**src/logic/pfc_defs.svh**
```systemverilog
`ifndef PFC_DEFS_SVH
`define PFC_DEFS_SVH
// Operation
// - Pause sending and pause reaction enable separately per port, all eight classes.
// - Each queue's usage above its own watermark raises that class's congestion bit.
// - Frame sender keeps an 8-bit per-class congestion vector and acts on it.
// - A newly congested class on an idle port triggers one pause frame.
// - At half the advertised pause time, still congested, send again.
// - New congestion while timing sends early after the minimum refresh interval.
// - One refresh timer per port serves all eight classes.
// - One per-port pause quanta value serves every class of each class pause frame.
// - Every frame carries all classes with enable vector 0x00ff.
// - Pause time of a class disabled for flow control is sent as zero.
// - Each sent frame bumps the transmit pause frame counter unless kept elsewhere.
// - Received class pause frames load each pause time whose enable vector bit is set into its own counter.
// - Received pause counters count down at the port's current link speed.
// - A stop indication stands for each class whose pause counter is nonzero.
// - Stop indications are recorded and hold back the matching egress queues.
// - Egress hold-back needs no configuration of its own.
// - Received class pause frames count as unknown-opcode control frames.

`define PFC_NUM_PRIO 8
`define PFC_CLK_NS 40
`define PFC_QUANTUM_BITS 512
`define PFC_QUANTUM_TENTHS (`PFC_QUANTUM_BITS * 10)

`define PFC_OFF_CTRL 8'h00
`define PFC_OFF_PRIO_ENA 8'h04
`define PFC_OFF_PAUSE 8'h08
`define PFC_OFF_MIN_REF 8'h0c
`define PFC_OFF_WM_BASE 8'h10
`define PFC_OFF_STATUS 8'h30
`define PFC_OFF_TX_CNT 8'h34
`define PFC_OFF_RX_CNT 8'h38

`define PFC_CTRL_TX_ENA 0
`define PFC_CTRL_RX_ENA 1
`define PFC_CTRL_LOCAL 2
`define PFC_CTRL_SPD_LSB 4

`define PFC_RST_CTRL 8'h00
`define PFC_RST_PRIO_ENA 8'hff
`define PFC_RST_PAUSE 16'hffff
`define PFC_RST_MIN_REF 16'h0040
`define PFC_RST_WM 16'h0100

`define PFC_DA 48'h0180_c200_0001
`define PFC_ETYPE 16'h8808
`define PFC_OPCODE 16'h0101
`define PFC_ENA_VEC 16'h00ff
`define PFC_VEC_POS 6'h10
`define PFC_TIMES_POS 6'h12
`define PFC_TIMES_END 6'h22
`define PFC_PDU_LEN 6'h3c
`endif

```
**src/logic/pfc_pkg.sv**
```systemverilog
`include "pfc_defs.svh"
package pfc_pkg;
  typedef logic [15:0] pfc_quanta_t;
  typedef struct packed {
    logic valid;
    logic sop;
    logic eop;
    logic [7:0] data;
  } pfc_byte_s;
  typedef enum logic [2:0] {PFC_SPD_10M, PFC_SPD_100M, PFC_SPD_1G, PFC_SPD_2G5, PFC_SPD_10G} pfc_speed_e;
  typedef enum {PFC_TG_IDLE, PFC_TG_WAIT, PFC_TG_RUN} pfc_tg_e;

  // Tenths of a bit time that pass in one core clock
  function automatic logic [13:0] pfc_rate_inc(input logic [2:0] spd);
    case (spd)
      PFC_SPD_10M: pfc_rate_inc = 14'(10 * `PFC_CLK_NS / 100);
      PFC_SPD_100M: pfc_rate_inc = 14'(100 * `PFC_CLK_NS / 100);
      PFC_SPD_1G: pfc_rate_inc = 14'(1000 * `PFC_CLK_NS / 100);
      PFC_SPD_2G5: pfc_rate_inc = 14'(2500 * `PFC_CLK_NS / 100);
      PFC_SPD_10G: pfc_rate_inc = 14'(10000 * `PFC_CLK_NS / 100);
      default: pfc_rate_inc = 14'h0000;
    endcase
  endfunction : pfc_rate_inc

  // First sixteen bytes of a class pause frame
  function automatic logic [7:0] pfc_hdr_byte(input logic [5:0] pos, input logic [47:0] sa);
    logic [127:0] hdr;
    logic [6:0] base;
    hdr = {`PFC_DA, sa, `PFC_ETYPE, `PFC_OPCODE};
    base = 7'(7'h7f - {pos[3:0], 3'b000});
    pfc_hdr_byte = (pos < 6'h10) ? hdr[base -: 8] : 8'h00;
  endfunction : pfc_hdr_byte
endpackage : pfc_pkg

```
**src/logic/pfc_tx_gen.sv**
```systemverilog
module pfc_tx_gen (
  // Clock and reset
  input wire logic sys_clk,
  input wire logic sys_rst,
  // Configuration
  input wire logic tx_ena,
  input wire logic [7:0] prio_ena,
  input wire pfc_pkg::pfc_quanta_t pause_quanta,
  input wire pfc_pkg::pfc_quanta_t min_refresh,
  // Congestion and time base
  input wire logic [7:0] congestion_vector,
  input wire logic quanta_tick,
  // Frame sender handshake
  input wire logic pdu_sent,
  output logic send_req,
  output logic [7:0] send_vec
);
  pfc_pkg::pfc_tg_e state;
  logic [7:0] cong_eff;
  logic [7:0] adv;
  logic [15:0] half_left;
  logic [15:0] since_send;
  logic early;
  logic fire;

  assign cong_eff = congestion_vector & prio_ena & {8{tx_ena}};
  assign fire = (early && since_send >= min_refresh) || (half_left == 16'h0000 && cong_eff != 8'h00);

  // Single timer pair for the whole port
  always_ff @(posedge sys_clk or posedge sys_rst) begin
    if (sys_rst) begin
      state <= pfc_pkg::PFC_TG_IDLE;
      send_req <= 1'b0;
      send_vec <= 8'h00;
      adv <= 8'h00;
      half_left <= 16'h0000;
      since_send <= 16'h0000;
      early <= 1'b0;
    end else begin
      unique case (state)
        pfc_pkg::PFC_TG_IDLE: begin
          if (cong_eff != 8'h00) begin
            send_req <= 1'b1;
            send_vec <= cong_eff;
            state <= pfc_pkg::PFC_TG_WAIT;
          end
        end
        pfc_pkg::PFC_TG_WAIT: begin
          if (pdu_sent) begin
            send_req <= 1'b0;
            adv <= send_vec;
            half_left <= {1'b0, pause_quanta[15:1]};
            since_send <= 16'h0000;
            early <= 1'b0;
            state <= pfc_pkg::PFC_TG_RUN;
          end
        end
        pfc_pkg::PFC_TG_RUN: begin
          if (fire) begin
            send_req <= 1'b1;
            send_vec <= cong_eff;
            state <= pfc_pkg::PFC_TG_WAIT;
          end else if (half_left == 16'h0000) begin
            state <= pfc_pkg::PFC_TG_IDLE;
          end else begin
            if ((cong_eff & ~adv) != 8'h00) begin
              early <= 1'b1;
            end
            if (quanta_tick) begin
              half_left <= half_left - 16'h0001;
              if (since_send != 16'hffff) begin
                since_send <= since_send + 16'h0001;
              end
            end
          end
        end
      endcase
    end
  end

  chk_idle_send: assert property (@(posedge sys_clk) disable iff (sys_rst)
    state == pfc_pkg::PFC_TG_IDLE && cong_eff != 8'h00 |=> send_req && send_vec == $past(cong_eff))
    else $error("congestion on idle port did not request a frame");
  chk_half_resend: assert property (@(posedge sys_clk) disable iff (sys_rst)
    state == pfc_pkg::PFC_TG_RUN && half_left == 16'h0000 && cong_eff != 8'h00 |=> send_req)
    else $error("no refresh at half pause time");
endmodule : pfc_tx_gen

```
**src/logic/pfc_rx_pause.sv**
```systemverilog
`include "pfc_defs.svh"
module pfc_rx_pause (
  // Clock and reset
  input wire logic sys_clk,
  input wire logic sys_rst,
  // Received pause values
  input wire logic load,
  input wire logic [7:0] load_vec,
  input wire logic [7:0][15:0] load_times,
  input wire logic quanta_tick,
  // Stop per class
  output logic [7:0] stop
);
  pfc_pkg::pfc_quanta_t cnt [`PFC_NUM_PRIO];

  // A new frame wins over the countdown, so a zero time resumes at once
  always_ff @(posedge sys_clk or posedge sys_rst) begin
    if (sys_rst) begin
      for (int i = 0; i < `PFC_NUM_PRIO; i++) begin
        cnt[i] <= 16'h0000;
      end
    end else begin
      for (int i = 0; i < `PFC_NUM_PRIO; i++) begin
        if (load && load_vec[i]) begin
          cnt[i] <= load_times[i];
        end else if (quanta_tick && cnt[i] != 16'h0000) begin
          cnt[i] <= cnt[i] - 16'h0001;
        end
      end
    end
  end

  always_comb begin
    for (int i = 0; i < `PFC_NUM_PRIO; i++) begin
      stop[i] = cnt[i] != 16'h0000;
    end
  end

  chk_load_time: assert property (@(posedge sys_clk) disable iff (sys_rst)
    load && load_vec[0] |=> cnt[0] == $past(load_times[0]))
    else $error("received pause time not loaded");
endmodule : pfc_rx_pause

```
**src/logic/pfc_top.sv**
```systemverilog
// Decided for this implementation: the address-and-strobe port and the address map.
`include "pfc_defs.svh"
module pfc_top #(
  parameter int NUM_PRIO = `PFC_NUM_PRIO,
  parameter logic [47:0] SRC_MAC = 48'h0000_0000_0000
) (
  // Clock and reset
  input wire logic sys_clk,
  input wire logic sys_rst,
  // Register port
  input wire logic [7:0] reg_addr,
  input wire logic [31:0] reg_wdata,
  input wire logic reg_wr,
  input wire logic reg_rd,
  output logic [31:0] reg_rdata,
  // Queue system
  input wire logic [7:0][15:0] q_usage,
  input wire logic [7:0] egress_req,
  output logic [7:0] egress_allow,
  output logic [7:0] stop_vec,
  // Transmit byte stream
  output pfc_pkg::pfc_byte_s tx_out,
  input wire logic tx_ready,
  // Receive byte stream
  input wire pfc_pkg::pfc_byte_s rx_in
);
  localparam logic [15:0] ENA_VEC = `PFC_ENA_VEC;
  localparam logic [13:0] QUANTUM = 14'(`PFC_QUANTUM_TENTHS);

  if (NUM_PRIO != `PFC_NUM_PRIO) begin : g_bad_prio
    $error("pfc_top serves exactly eight classes");
  end
  if (SRC_MAC[40]) begin : g_bad_mac
    $error("pfc_top source address must be unicast");
  end

  ////////////////////////////////////////////////////////////////////////////
  // Registers
  logic [7:0] ctrl;
  logic [7:0] prio_ena;
  pfc_pkg::pfc_quanta_t tx_pause_quanta;
  pfc_pkg::pfc_quanta_t min_refresh_interval;
  pfc_pkg::pfc_quanta_t wm [`PFC_NUM_PRIO];
  logic [31:0] tx_pause_frame_count;
  logic [31:0] rx_unknown_opcode_count;
  logic [7:0] congestion_vector;
  logic tx_ena;
  logic rx_ena;
  logic local_stats;
  logic [2:0] speed;
  logic wm_hit;
  logic [2:0] wm_idx;

  assign tx_ena = ctrl[`PFC_CTRL_TX_ENA];
  assign rx_ena = ctrl[`PFC_CTRL_RX_ENA];
  assign local_stats = ctrl[`PFC_CTRL_LOCAL];
  assign speed = ctrl[`PFC_CTRL_SPD_LSB +: 3];
  assign wm_hit = reg_addr >= `PFC_OFF_WM_BASE && reg_addr < `PFC_OFF_STATUS && reg_addr[1:0] == 2'b00;
  assign wm_idx = 3'(reg_addr[5:2] - 4'h4);

  always_ff @(posedge sys_clk or posedge sys_rst) begin
    if (sys_rst) begin
      ctrl <= `PFC_RST_CTRL;
      prio_ena <= `PFC_RST_PRIO_ENA;
      tx_pause_quanta <= `PFC_RST_PAUSE;
      min_refresh_interval <= `PFC_RST_MIN_REF;
      for (int i = 0; i < `PFC_NUM_PRIO; i++) begin
        wm[i] <= `PFC_RST_WM;
      end
    end else if (reg_wr) begin
      if (wm_hit) begin
        wm[wm_idx] <= reg_wdata[15:0];
      end
      case (reg_addr)
        `PFC_OFF_CTRL: ctrl <= reg_wdata[7:0];
        `PFC_OFF_PRIO_ENA: prio_ena <= reg_wdata[7:0];
        `PFC_OFF_PAUSE: tx_pause_quanta <= reg_wdata[15:0];
        `PFC_OFF_MIN_REF: min_refresh_interval <= reg_wdata[15:0];
        default: ;
      endcase
    end
  end

  // Data only in the cycle after the strobe; unmapped reads give zero
  always_ff @(posedge sys_clk or posedge sys_rst) begin
    if (sys_rst) begin
      reg_rdata <= 32'h0000_0000;
    end else if (!reg_rd) begin
      reg_rdata <= 32'h0000_0000;
    end else if (wm_hit) begin
      reg_rdata <= {16'h0000, wm[wm_idx]};
    end else begin
      case (reg_addr)
        `PFC_OFF_CTRL: reg_rdata <= {24'h00_0000, ctrl};
        `PFC_OFF_PRIO_ENA: reg_rdata <= {24'h00_0000, prio_ena};
        `PFC_OFF_PAUSE: reg_rdata <= {16'h0000, tx_pause_quanta};
        `PFC_OFF_MIN_REF: reg_rdata <= {16'h0000, min_refresh_interval};
        `PFC_OFF_STATUS: reg_rdata <= {16'h0000, stop_vec, congestion_vector};
        `PFC_OFF_TX_CNT: reg_rdata <= tx_pause_frame_count;
        `PFC_OFF_RX_CNT: reg_rdata <= rx_unknown_opcode_count;
        default: reg_rdata <= 32'h0000_0000;
      endcase
    end
  end

  ////////////////////////////////////////////////////////////////////////////
  // Watermark compare
  always_ff @(posedge sys_clk or posedge sys_rst) begin
    if (sys_rst) begin
      congestion_vector <= 8'h00;
    end else begin
      for (int i = 0; i < `PFC_NUM_PRIO; i++) begin
        congestion_vector[i] <= q_usage[i] > wm[i];
      end
    end
  end

  ////////////////////////////////////////////////////////////////////////////
  // Quanta time base
  // Fractional accumulator in tenths of a bit; at most one tick per clock
  logic [13:0] q_acc;
  logic [13:0] q_sum;
  logic qtick;

  assign q_sum = q_acc + pfc_pkg::pfc_rate_inc(speed);

  always_ff @(posedge sys_clk or posedge sys_rst) begin
    if (sys_rst) begin
      q_acc <= 14'h0000;
      qtick <= 1'b0;
    end else if (q_sum >= QUANTUM) begin
      q_acc <= q_sum - QUANTUM;
      qtick <= 1'b1;
    end else begin
      q_acc <= q_sum;
      qtick <= 1'b0;
    end
  end

  ////////////////////////////////////////////////////////////////////////////
  // Refresh decision
  logic tg_req;
  logic [7:0] tg_vec;
  logic pdu_done;

  pfc_tx_gen u_tx_gen (
    .sys_clk(sys_clk),
    .sys_rst(sys_rst),
    .tx_ena(tx_ena),
    .prio_ena(prio_ena),
    .pause_quanta(tx_pause_quanta),
    .min_refresh(min_refresh_interval),
    .congestion_vector(congestion_vector),
    .quanta_tick(qtick),
    .pdu_sent(pdu_done),
    .send_req(tg_req),
    .send_vec(tg_vec)
  );

  ////////////////////////////////////////////////////////////////////////////
  // Frame sender
  logic busy;
  logic [5:0] tx_pos;
  logic [5:0] out_pos;
  logic [7:0] tx_vec;
  pfc_pkg::pfc_quanta_t tx_time;
  logic loading;
  logic advance;
  logic [2:0] tx_slot;
  logic [15:0] tx_word;
  logic [7:0] pdu_byte;

  assign loading = busy && tx_pos != `PFC_PDU_LEN;
  assign advance = !tx_out.valid || tx_ready;
  assign pdu_done = tx_out.valid && tx_out.eop && tx_ready;
  assign tx_slot = 3'((tx_pos - `PFC_TIMES_POS) >> 1);
  assign tx_word = tx_vec[tx_slot] ? tx_time : 16'h0000;

  always_comb begin
    pdu_byte = 8'h00;
    if (tx_pos < `PFC_VEC_POS) begin
      pdu_byte = pfc_pkg::pfc_hdr_byte(tx_pos, SRC_MAC);
    end else if (tx_pos == `PFC_VEC_POS) begin
      pdu_byte = ENA_VEC[15:8];
    end else if (tx_pos < `PFC_TIMES_POS) begin
      pdu_byte = ENA_VEC[7:0];
    end else if (tx_pos < `PFC_TIMES_END) begin
      pdu_byte = tx_pos[0] ? tx_word[7:0] : tx_word[15:8];
    end
  end

  // Vector and pause value frozen at start so a frame never mixes settings
  always_ff @(posedge sys_clk or posedge sys_rst) begin
    if (sys_rst) begin
      busy <= 1'b0;
      tx_pos <= 6'h00;
      out_pos <= 6'h00;
      tx_vec <= 8'h00;
      tx_time <= 16'h0000;
      tx_out <= '0;
    end else begin
      if (tg_req && !busy) begin
        busy <= 1'b1;
        tx_pos <= 6'h00;
        tx_vec <= tg_vec;
        tx_time <= tx_pause_quanta;
      end else if (pdu_done) begin
        busy <= 1'b0;
      end
      if (advance) begin
        if (loading) begin
          tx_out.valid <= 1'b1;
          tx_out.sop <= tx_pos == 6'h00;
          tx_out.eop <= tx_pos == `PFC_PDU_LEN - 6'h01;
          tx_out.data <= pdu_byte;
          out_pos <= tx_pos;
          tx_pos <= tx_pos + 6'h01;
        end else begin
          tx_out <= '0;
        end
      end
    end
  end

  ////////////////////////////////////////////////////////////////////////////
  // Frame receiver
  logic [5:0] rx_pos;
  logic [5:0] rx_at;
  logic rx_match;
  logic rx_hit;
  logic rx_match_n;
  logic [7:0] rx_vec;
  logic [7:0][15:0] rx_times;
  logic [2:0] rx_slot;
  logic frame_ok;
  logic rx_load;
  logic [7:0] rx_stop;

  assign rx_at = rx_in.sop ? 6'h00 : rx_pos;
  assign rx_slot = 3'((rx_at - `PFC_TIMES_POS) >> 1);
  assign rx_hit = (rx_at < 6'h06 || (rx_at > 6'h0b && rx_at < `PFC_VEC_POS)) ?
    rx_in.data == pfc_pkg::pfc_hdr_byte(rx_at, SRC_MAC) : 1'b1;
  assign rx_match_n = (rx_in.sop || rx_match) && rx_hit;
  assign frame_ok = rx_in.valid && rx_in.eop && rx_match_n && rx_at >= `PFC_PDU_LEN - 6'h01;
  assign rx_load = frame_ok && rx_ena;

  always_ff @(posedge sys_clk or posedge sys_rst) begin
    if (sys_rst) begin
      rx_pos <= 6'h00;
      rx_match <= 1'b0;
      rx_vec <= 8'h00;
      rx_times <= '0;
    end else if (rx_in.valid) begin
      rx_pos <= (rx_at == 6'h3f) ? 6'h3f : rx_at + 6'h01;
      rx_match <= rx_match_n;
      if (rx_at == `PFC_VEC_POS + 6'h01) begin
        rx_vec <= rx_in.data;
      end
      if (rx_at >= `PFC_TIMES_POS && rx_at < `PFC_TIMES_END) begin
        if (rx_at[0]) begin
          rx_times[rx_slot][7:0] <= rx_in.data;
        end else begin
          rx_times[rx_slot][15:8] <= rx_in.data;
        end
      end
    end
  end

  pfc_rx_pause u_rx_pause (
    .sys_clk(sys_clk),
    .sys_rst(sys_rst),
    .load(rx_load),
    .load_vec(rx_vec),
    .load_times(rx_times),
    .quanta_tick(qtick),
    .stop(rx_stop)
  );

  ////////////////////////////////////////////////////////////////////////////
  // Stop record and egress hold-back
  // Not gated by any setting: the hold-back follows the counters alone
  always_ff @(posedge sys_clk or posedge sys_rst) begin
    if (sys_rst) begin
      stop_vec <= 8'h00;
      egress_allow <= 8'h00;
    end else begin
      stop_vec <= rx_stop;
      egress_allow <= egress_req & ~rx_stop;
    end
  end

  ////////////////////////////////////////////////////////////////////////////
  // Statistics
  // Frozen while the port module keeps its own counts
  always_ff @(posedge sys_clk or posedge sys_rst) begin
    if (sys_rst) begin
      tx_pause_frame_count <= 32'h0000_0000;
    end else if (pdu_done && !local_stats) begin
      tx_pause_frame_count <= tx_pause_frame_count + 32'h0000_0001;
    end
  end

  always_ff @(posedge sys_clk or posedge sys_rst) begin
    if (sys_rst) begin
      rx_unknown_opcode_count <= 32'h0000_0000;
    end else if (frame_ok && !local_stats) begin
      rx_unknown_opcode_count <= rx_unknown_opcode_count + 32'h0000_0001;
    end
  end

  ////////////////////////////////////////////////////////////////////////////
  // Checks
  chk_wm_cong: assert property (@(posedge sys_clk) disable iff (sys_rst)
    q_usage[0] > wm[0] |=> congestion_vector[0])
    else $error("watermark crossing not flagged");
  chk_dst_first: assert property (@(posedge sys_clk) disable iff (sys_rst)
    tx_out.valid && tx_out.sop |-> tx_out.data == 8'h01 && out_pos == 6'h00)
    else $error("frame does not open with the reserved address");
  chk_ena_vec_lo: assert property (@(posedge sys_clk) disable iff (sys_rst)
    tx_out.valid && out_pos == 6'h11 |-> tx_out.data == 8'hff)
    else $error("enable vector low byte wrong");
  chk_dis_time_zero: assert property (@(posedge sys_clk) disable iff (sys_rst)
    tx_out.valid && out_pos >= 6'h12 && out_pos < 6'h22 && !tx_vec[3'((out_pos - 6'h12) >> 1)]
    |-> tx_out.data == 8'h00)
    else $error("idle class carries a pause time");
  chk_tx_count: assert property (@(posedge sys_clk) disable iff (sys_rst)
    pdu_done && !local_stats |=> tx_pause_frame_count == $past(tx_pause_frame_count) + 32'h0000_0001)
    else $error("sent frame not counted");
  chk_rx_count: assert property (@(posedge sys_clk) disable iff (sys_rst)
    frame_ok && !local_stats |=> rx_unknown_opcode_count == $past(rx_unknown_opcode_count) + 32'h0000_0001)
    else $error("received frame not counted");
  chk_stop_follow: assert property (@(posedge sys_clk) disable iff (sys_rst)
    rx_load && rx_vec[0] && rx_times[0] > 16'h0001 |-> ##2 stop_vec[0])
    else $error("stop not raised after pause frame");
  chk_egress_gate: assert property (@(posedge sys_clk) disable iff (sys_rst)
    (egress_allow & stop_vec) == 8'h00)
    else $error("stopped queue allowed to send");
  chk_tick_10g: assert property (@(posedge sys_clk) disable iff (sys_rst)
    speed == pfc_pkg::PFC_SPD_10G && $past(speed) == pfc_pkg::PFC_SPD_10G && !qtick |=> qtick)
    else $error("quanta rate too slow at top speed");
endmodule : pfc_top

```
**config.mk**
```make
export PLATFORM = sky130hd
export DESIGN_NAME = pfc_top
export DESIGN_NICKNAME = d
export VERILOG_FILES = /design/src/logic/pfc_pkg.sv /design/src/logic/pfc_tx_gen.sv /design/src/logic/pfc_rx_pause.sv /design/src/logic/pfc_top.sv
export VERILOG_INCLUDE_DIRS = /design/src /design/src/logic
export SDC_FILE = /design/constraint.sdc
export NUM_CORES = 2
export LEC_CHECK = 0
export BUFFER_PORTS_ARGS = -buffer_cell sky130_fd_sc_hd__buf_2
export CORE_AREA = 4 4 453 231
export CTS_CLUSTER_DIAMETER = 60
export DETAILED_ROUTE_END_ITERATION = 6
export DIE_AREA = 0 0 457 235
export GPL_ROUTABILITY_DRIVEN = 1
export PLACE_DENSITY = 0.62
export SYNTH_ARGS = -nofsm -noshare
export SYNTH_HDL_FRONTEND = slang
export SYNTH_SLANG_ARGS = --single-unit
export TNS_END_PERCENT = 50
```
**constraint.sdc**
```tcl
create_clock -name sys_clk -period 63.5 [get_ports sys_clk]
set_input_delay 6.35 -clock sys_clk [delete_from_list [all_inputs] [get_ports sys_clk]]
set_output_delay 6.35 -clock sys_clk [all_outputs]
set_load 0.05 [all_outputs]
```
Yosys cells after proc, flatten, opt, wreduce, memory -nomap -nowiden

Index checks and enable logic that the tools add are counted.

Logic and storage cells: 300
Input port bits: 192
Flip-flop bits (word level): 706

Reduce and logical (&&, ||, !) cells: 83
Eq/ne operators: 28
Bitwise logic cells: 7
Magnitude comparators: 26
Add/subtract/negate cells: 21
Shift-type cells: 2
Mux-type cells: 79

Operators by type and width:

| kind                       | number |
|---|---|
| $mux W16                   | 30 |
| $bwmux W128                | 3 |
| $shiftx A135 B8 Y8 const A | 2 |
| $pmux W32 S7               | 1 |
| $mux W32                   | 6 |
| $demux W16 S3              | 3 |
| $sub A16 B1 Y16 const B    | 9 |
| $gt A16 B16 Y1             | 8 |
| $mux W128                  | 1 |
| $reduce_bool A16 Y1        | 8 |
| $pmux W32 S3               | 1 |
| $mux W8                    | 9 |
| $add A32 B1 Y32 const B    | 2 |
| $pmux W16 S2               | 2 |
| $pmux W12 S5               | 1 |
| $bmux W16 S3               | 1 |
| $logic_and A1 B1 Y1        | 35 |
| $and A8 B8 Y8              | 4 |
| $eq A32 B1 Y1 const B      | 1 |
| $eq A32 B2 Y1 const B      | 1 |
| $logic_not A32 Y1          | 1 |
| $mux W6                    | 5 |
| $eq A8 B6 Y1 const B       | 3 |
| $reduce_bool A2 Y1         | 11 |
| other kinds (55)           | 98 |

Depth between registers and ports, before layout

Depth after elaboration: 12
Gate-level depth with buffers: 13
Gate-level depth less buffers: 13

By module

Synthesis repeated with hierarchy kept, for this count alone.

Cell total of the unflattened synthesis: 3541
Area total of the unflattened synthesis: 36022.0 um2

Modules (own cells, without submodules):

| module       | seq. area each (um2) | area an instance (um2) | instances | cells an instance |
|---|---|---|---|---|
| pfc_top      | 12403.1              | 24722.5                | 1         | 2209 |
| pfc_rx_pause | 3203.1               | 7801.2                 | 1         | 921 |
| pfc_tx_gen   | 1301.2               | 3498.4                 | 1         | 411 |

Worst setup path before layout

Ideal clock, no wire load.

Kind: input port to flip-flop
From: in rx_in[9] (netlist bit)
To: reg rx_unknown_opcode_count[29]
Stages: 11
Data arrival time: 8547 ps
Setup time: 123 ps
Required time: 63377 ps
Path buffers: 1
Path slack: 54830 ps
Path through: nand2b_1 clkbuf_1 inv_1 ha_1 nor2_1 nor4b_1 nand4_1 nor3_1 and4_1 nand4_1 xnor2_1

Word-level cells in the longest chain between the ends: 10
Elaborated cells on any way between the ends: 17
Classes of those cells: add/sub (1); order compare (4); eq/ne (1); shift (1); mux (3); reduce/logical (7)

RTL lines:

| element                 | line           | source |
|---|---|---|
| from (decl)             | pfc_top.sv:25  | `input wire pfc_pkg::pfc_byte_s rx_in` |
| $mux W6                 | pfc_top.sv:239 | `assign rx_at = rx_in.sop ? 6'h00 : rx_pos;` |
| $sub A7 B7 Y7           | pfc_pkg.sv:30  | `base = 7'(7'h7f - {pos[3:0], 3'b000});` |
| $shiftx A135 B8 Y8      | pfc_pkg.sv:31  | `pfc_hdr_byte = (pos < 6'h10) ? hdr[base -: 8] : 8'h00;` |
| $mux W8                 | pfc_pkg.sv:31  |  |
| $eq A8 B8 Y1            | pfc_top.sv:242 | `rx_in.data == pfc_pkg::pfc_hdr_byte(rx_at, SRC_MAC) : 1'b1;` |
| $mux W1                 | pfc_top.sv:241 | `` assign rx_hit = (rx_at < 6'h06 \|\| (rx_at > 6'h0b && rx_at < `PFC_VEC_POS)) ? `` |
| $logic_and A1 B1 Y1     | pfc_top.sv:243 | `assign rx_match_n = (rx_in.sop \|\| rx_match) && rx_hit;` |
| $logic_and A1 B1 Y1     | pfc_top.sv:244 | `` assign frame_ok = rx_in.valid && rx_in.eop && rx_match_n && rx_at >= `PFC_PDU_LEN - 6'h01; `` |
| $logic_and A1 B1 Y1 (*) | pfc_top.sv:244 |  |
| $logic_and A1 B1 Y1 (*) | pfc_top.sv:306 | `end else if (frame_ok && !local_stats) begin` |
| to (signal assigned)    | pfc_top.sv:307 | `rx_unknown_opcode_count <= rx_unknown_opcode_count + 32'h0000_0001;` |
| to (decl)               | pfc_top.sv:45  | `logic [31:0] rx_unknown_opcode_count;` |

Every way passes the cells marked *; elsewhere a longest branch is shown, timed or not.
A chain may end at the register's enable or synchronous reset.

Worst setup path after layout

Ends and elaborated chain as after synthesis.

==> impl_metrics.yaml <==
outcome:
  status: "finished with violations"
  violations: "DRC"
placed_design:
  gp_congestion: 0.917
  post-dp-hpwl_um: 68900
  port_buffers: 234
  place_ws_ns: 53.89
setup_path:
  crit_required_ns: 64.00
  cp_max_fo: 17
  cpPeakStageDelay_ns: 0.52
  setup.worst_path.start_class: "input pin"
  timing.rr.end: "q_acc[11]$_DFF_PP0_"
  r2r_slack_ns: 59.62
  crit_arrival_ns: 9.51
  cp.depth: 11
  critPathTopFamily: "simple AND/OR/NAND/NOR gates"
  path_class: "in -> reg"
  path_cells: "buf_2 > nand2b_1 > inv_1 > ha_1 > nor2_1 > nor4b_1 > nand4_1 > nor3_1 > and4_1 > nand4_1 > xnor2_1"
  reg2reg_depth: 13
  critPathMostFrequentCell: "nand4_1"
  end_kind: "register"
  worstReg2RegStart: "ctrl[6]$_DFFE_PP0P_"
  critPathBufInv: 2
  cpMaxStageDelayCell: "nor3_1"
synth:
  yosys_warnings: 0
  syn_area_um2: 35000
  synth-edff-count: 0
  syn_inst: 3392
  synth_nets: 3770
  async_flop_share_pct: 100
  yosysSeqAreaShare_pct: 48.3
  ys_seq_elements: 674
  syn_area_per_cell_um2: 10.3
  synthFlopType: "dfrtp_1"
  synth_cell_types: 90
sta:
  fin_skew_ns: 0.0252
  setup_violations: 0
  timing.setup.tns_ns: 0
  slew_viol_final: 0
  rsz0062_at_grt: "false"
  slew_headroom_pct: 22.1
  fin_crit_sh_pct: 14.2
  final_hold_viol_count: 0
  tightest_slew_ns: 1.17
  fmax_mhz: 111
  hold_slack_ns: 0.471
  period_minus_slack_ns: 9.01
  setup_slack_ns: 54.49
clock_tree:
  clock-sinks: 674
  holdBufCountCts: 0
  cts_tree: "built"
  clk_pin_slew_ns: 0.06
  clock_path_buffers: 3
  post_cts_buffers: 0
  cts-resized-gates: 0
  cts_buffers: 69
  h-tree-depth: 3
  clkLatencyLatePin_ns: 0.62
  ctsRootBufferMaster: "clkbuf_16"
global_routing:
  grt_overflow: 0
  grt_max_degree: 170
  antenna_found_initial: 4
  grtUsageTotal_pct: 17.8
  grt_pass1_wl_um: 152000
  first_global_vias: 26200
pwr:
  power_leakage_nw: 17.7
  vdd_drop_max_v: 0.0000189
  pwr_density_cell_nw_per_um2: 28.4
die:
  die-area_um2: 107000
  start_util_pct: 35.0
  die_w_um: 457
  core-area_um2: 100000
  dieHeight_um: 235
  row_count: 82
  io_pins: 251
drt:
  ant_nets: 0
  viasPerCell: 5.27
  drt-initial-drc-count: 2198
  drc: 1
  wirelength_um: 96800
  firstDrtPassIters: 7
  num_vias: 26200
  wl_per_cell_um: 19.5
flow_run:
  drv_cap: 0
hold_path:
  holdCritStartpoint: "rx_times[33]$_DFFE_PP0P_"
  holdPathEnd: "u_rx_pause.cnt[81]$_DFFE_PP0P_"
  worstHoldPathType: "reg -> reg"
  holdPathStages: 2
finish:
  layout-drive-gt1-share_pct: 20.0
  fin_nets: 3959
  syn_to_final_growth_pct: 14.0
layout by cell type, fill, tap and decap left out, types with 73 or more instances in the layout:
| cell type | netlist | routed |
|---|---|---|
| dfrtp_1 | 641 | 641 |
| nand2_1 | 437 | 437 |
| o21ai_0 | 289 | 289 |
| buf_2 | 9 | 234 |
| mux2_2 | 223 | 223 |
| inv_1 | 212 | 211 |
| ha_1 | 185 | 185 |
| nor2_1 | 161 | 159 |
| xnor2_1 | 151 | 151 |
| a21oi_1 | 85 | 85 |
| nor3_1 | 75 | 73 |
worst reg2reg max path, cell delays in order, from the launching register on:
cell and delay (ns):
dfrtp_1 0.50, nand2b_1 0.23, inv_1 0.07, and2_1 0.18, or3_1 0.40, ha_1 0.25, or3_1 0.40, or2_2 0.32
o22ai_1 0.34, a311oi_1 0.22, or4_1 0.53, o21ai_0 0.09, a211oi_1 0.08, xnor2_1 0.13
synth_stat cells, types with 19 or more instances:
cell | number | area, um^2
dfrtp_1 | 641 | 16000
nand2_1 | 437 | 1640
o21ai_0 | 289 | 1450
mux2_2 | 223 | 2510
inv_1 | 212 | 796
ha_1 | 185 | 2310
nor2_1 | 161 | 604
xnor2_1 | 151 | 1320
clkbuf_1 | 129 | 484
a21oi_1 | 85 | 425
nor3_1 | 75 | 375
nand3_1 | 70 | 350
nand4_1 | 55 | 344
xor2_1 | 48 | 420
or3_1 | 40 | 250
a22oi_1 | 34 | 255
mux4_2 | 34 | 766
dfstp_2 | 33 | 867
a21o_1 | 31 | 233
o21a_1 | 31 | 233
nor4_1 | 30 | 188
and2_1 | 26 | 163
and3_1 | 26 | 163
o211ai_1 | 24 | 180
nor2b_1 | 23 | 144
mux2i_1 | 21 | 210
nand2b_1 | 21 | 131
or4_1 | 19 | 143
cell type report:
type / count / area (um^2)
Antenna cell: 1 / 2.50
Clock buffer: 92 / 1970
Clock inverter: 32 / 370
Fill cell: 9636 / 60200
Inverter: 213 / 807
Multi-Input combinational cell: 2356 / 16700
Sequential cell: 674 / 16900
Tap cell: 1344 / 1680
Timing Repair Buffer: 267 / 1430
per-stage QoR:
stage | power [mW] | utilization [%] | cell area [um^2] | instances
after floorplan | 0.650 | - | 35000 | 3392
after global placement | 0.703 | 37.5 | 37500 | 4854
after detailed placement | 0.711 | 37.5 | 37500 | 4854
after CTS | 1.14 | 39.9 | 39900 | 4978
after global routing | 1.19 | 39.9 | 39900 | 4979
final | 1.13 | 39.9 | 39900 | 4979
registers in the layout, summed over array words and instances (netlist names), 11 cells and up:
signal / cells
min_refresh_interval: 16
rx_unknown_opcode_count: 32
tx_pause_quanta: 16
tx_pause_frame_count: 32
u_tx_gen.half_left: 16
rx_times: 128
u_rx_pause.cnt: 128
wm: 128
u_tx_gen.since_send: 16
q_acc: 12
reg_rdata: 32
tx_out: 11
tx_time: 16
kinds of logic after synthesis:
family,Yosys count,share of synthesized area (%)
buffers and inverters,362,4.00
adders and majority gates,186,6.67
AOI/OAI and AO/OA,648,11.6
muxes,286,10.3
DFF,674,48.3
xor gates and xnor gates,199,4.98
and+or+nand+nor,1037,14.1
metal layers:
layer / GRT usage (%) / vias to the layer above / part of all wire (%)
met5: 0 / - / 0.042
met4: 7.42 / 6 / 4.5
met3: 2.75 / 207 / 4.7
met2: 29.1 / 662 / 47
met1: 23.6 / 13000 / 44
li1: - / 12300 / -
where the power goes:
group          internal [mW]  switching [mW]
Sequential             0.464          0.0315
Clock                  0.245           0.181
Combinational         0.0802           0.129
how the worst max path moves through the flow:
stage                        start                                      end
after floorplan            sys_rst                         busy$_DFFE_PP0P_
after global placement     sys_rst                    tx_out[2]$_DFFE_PP0N_
after detailed placement   sys_rst                    tx_out[2]$_DFFE_PP0N_
after CTS                  sys_rst         u_tx_gen.send_vec[3]$_DFFE_PP0P_
after global routing       sys_rst        u_tx_gen.half_left[0]$_DFFE_PP0P_
final                     rx_in[9]  rx_unknown_opcode_count[29]$_DFFE_PP0P_
(Power assumes the default switching activity.)
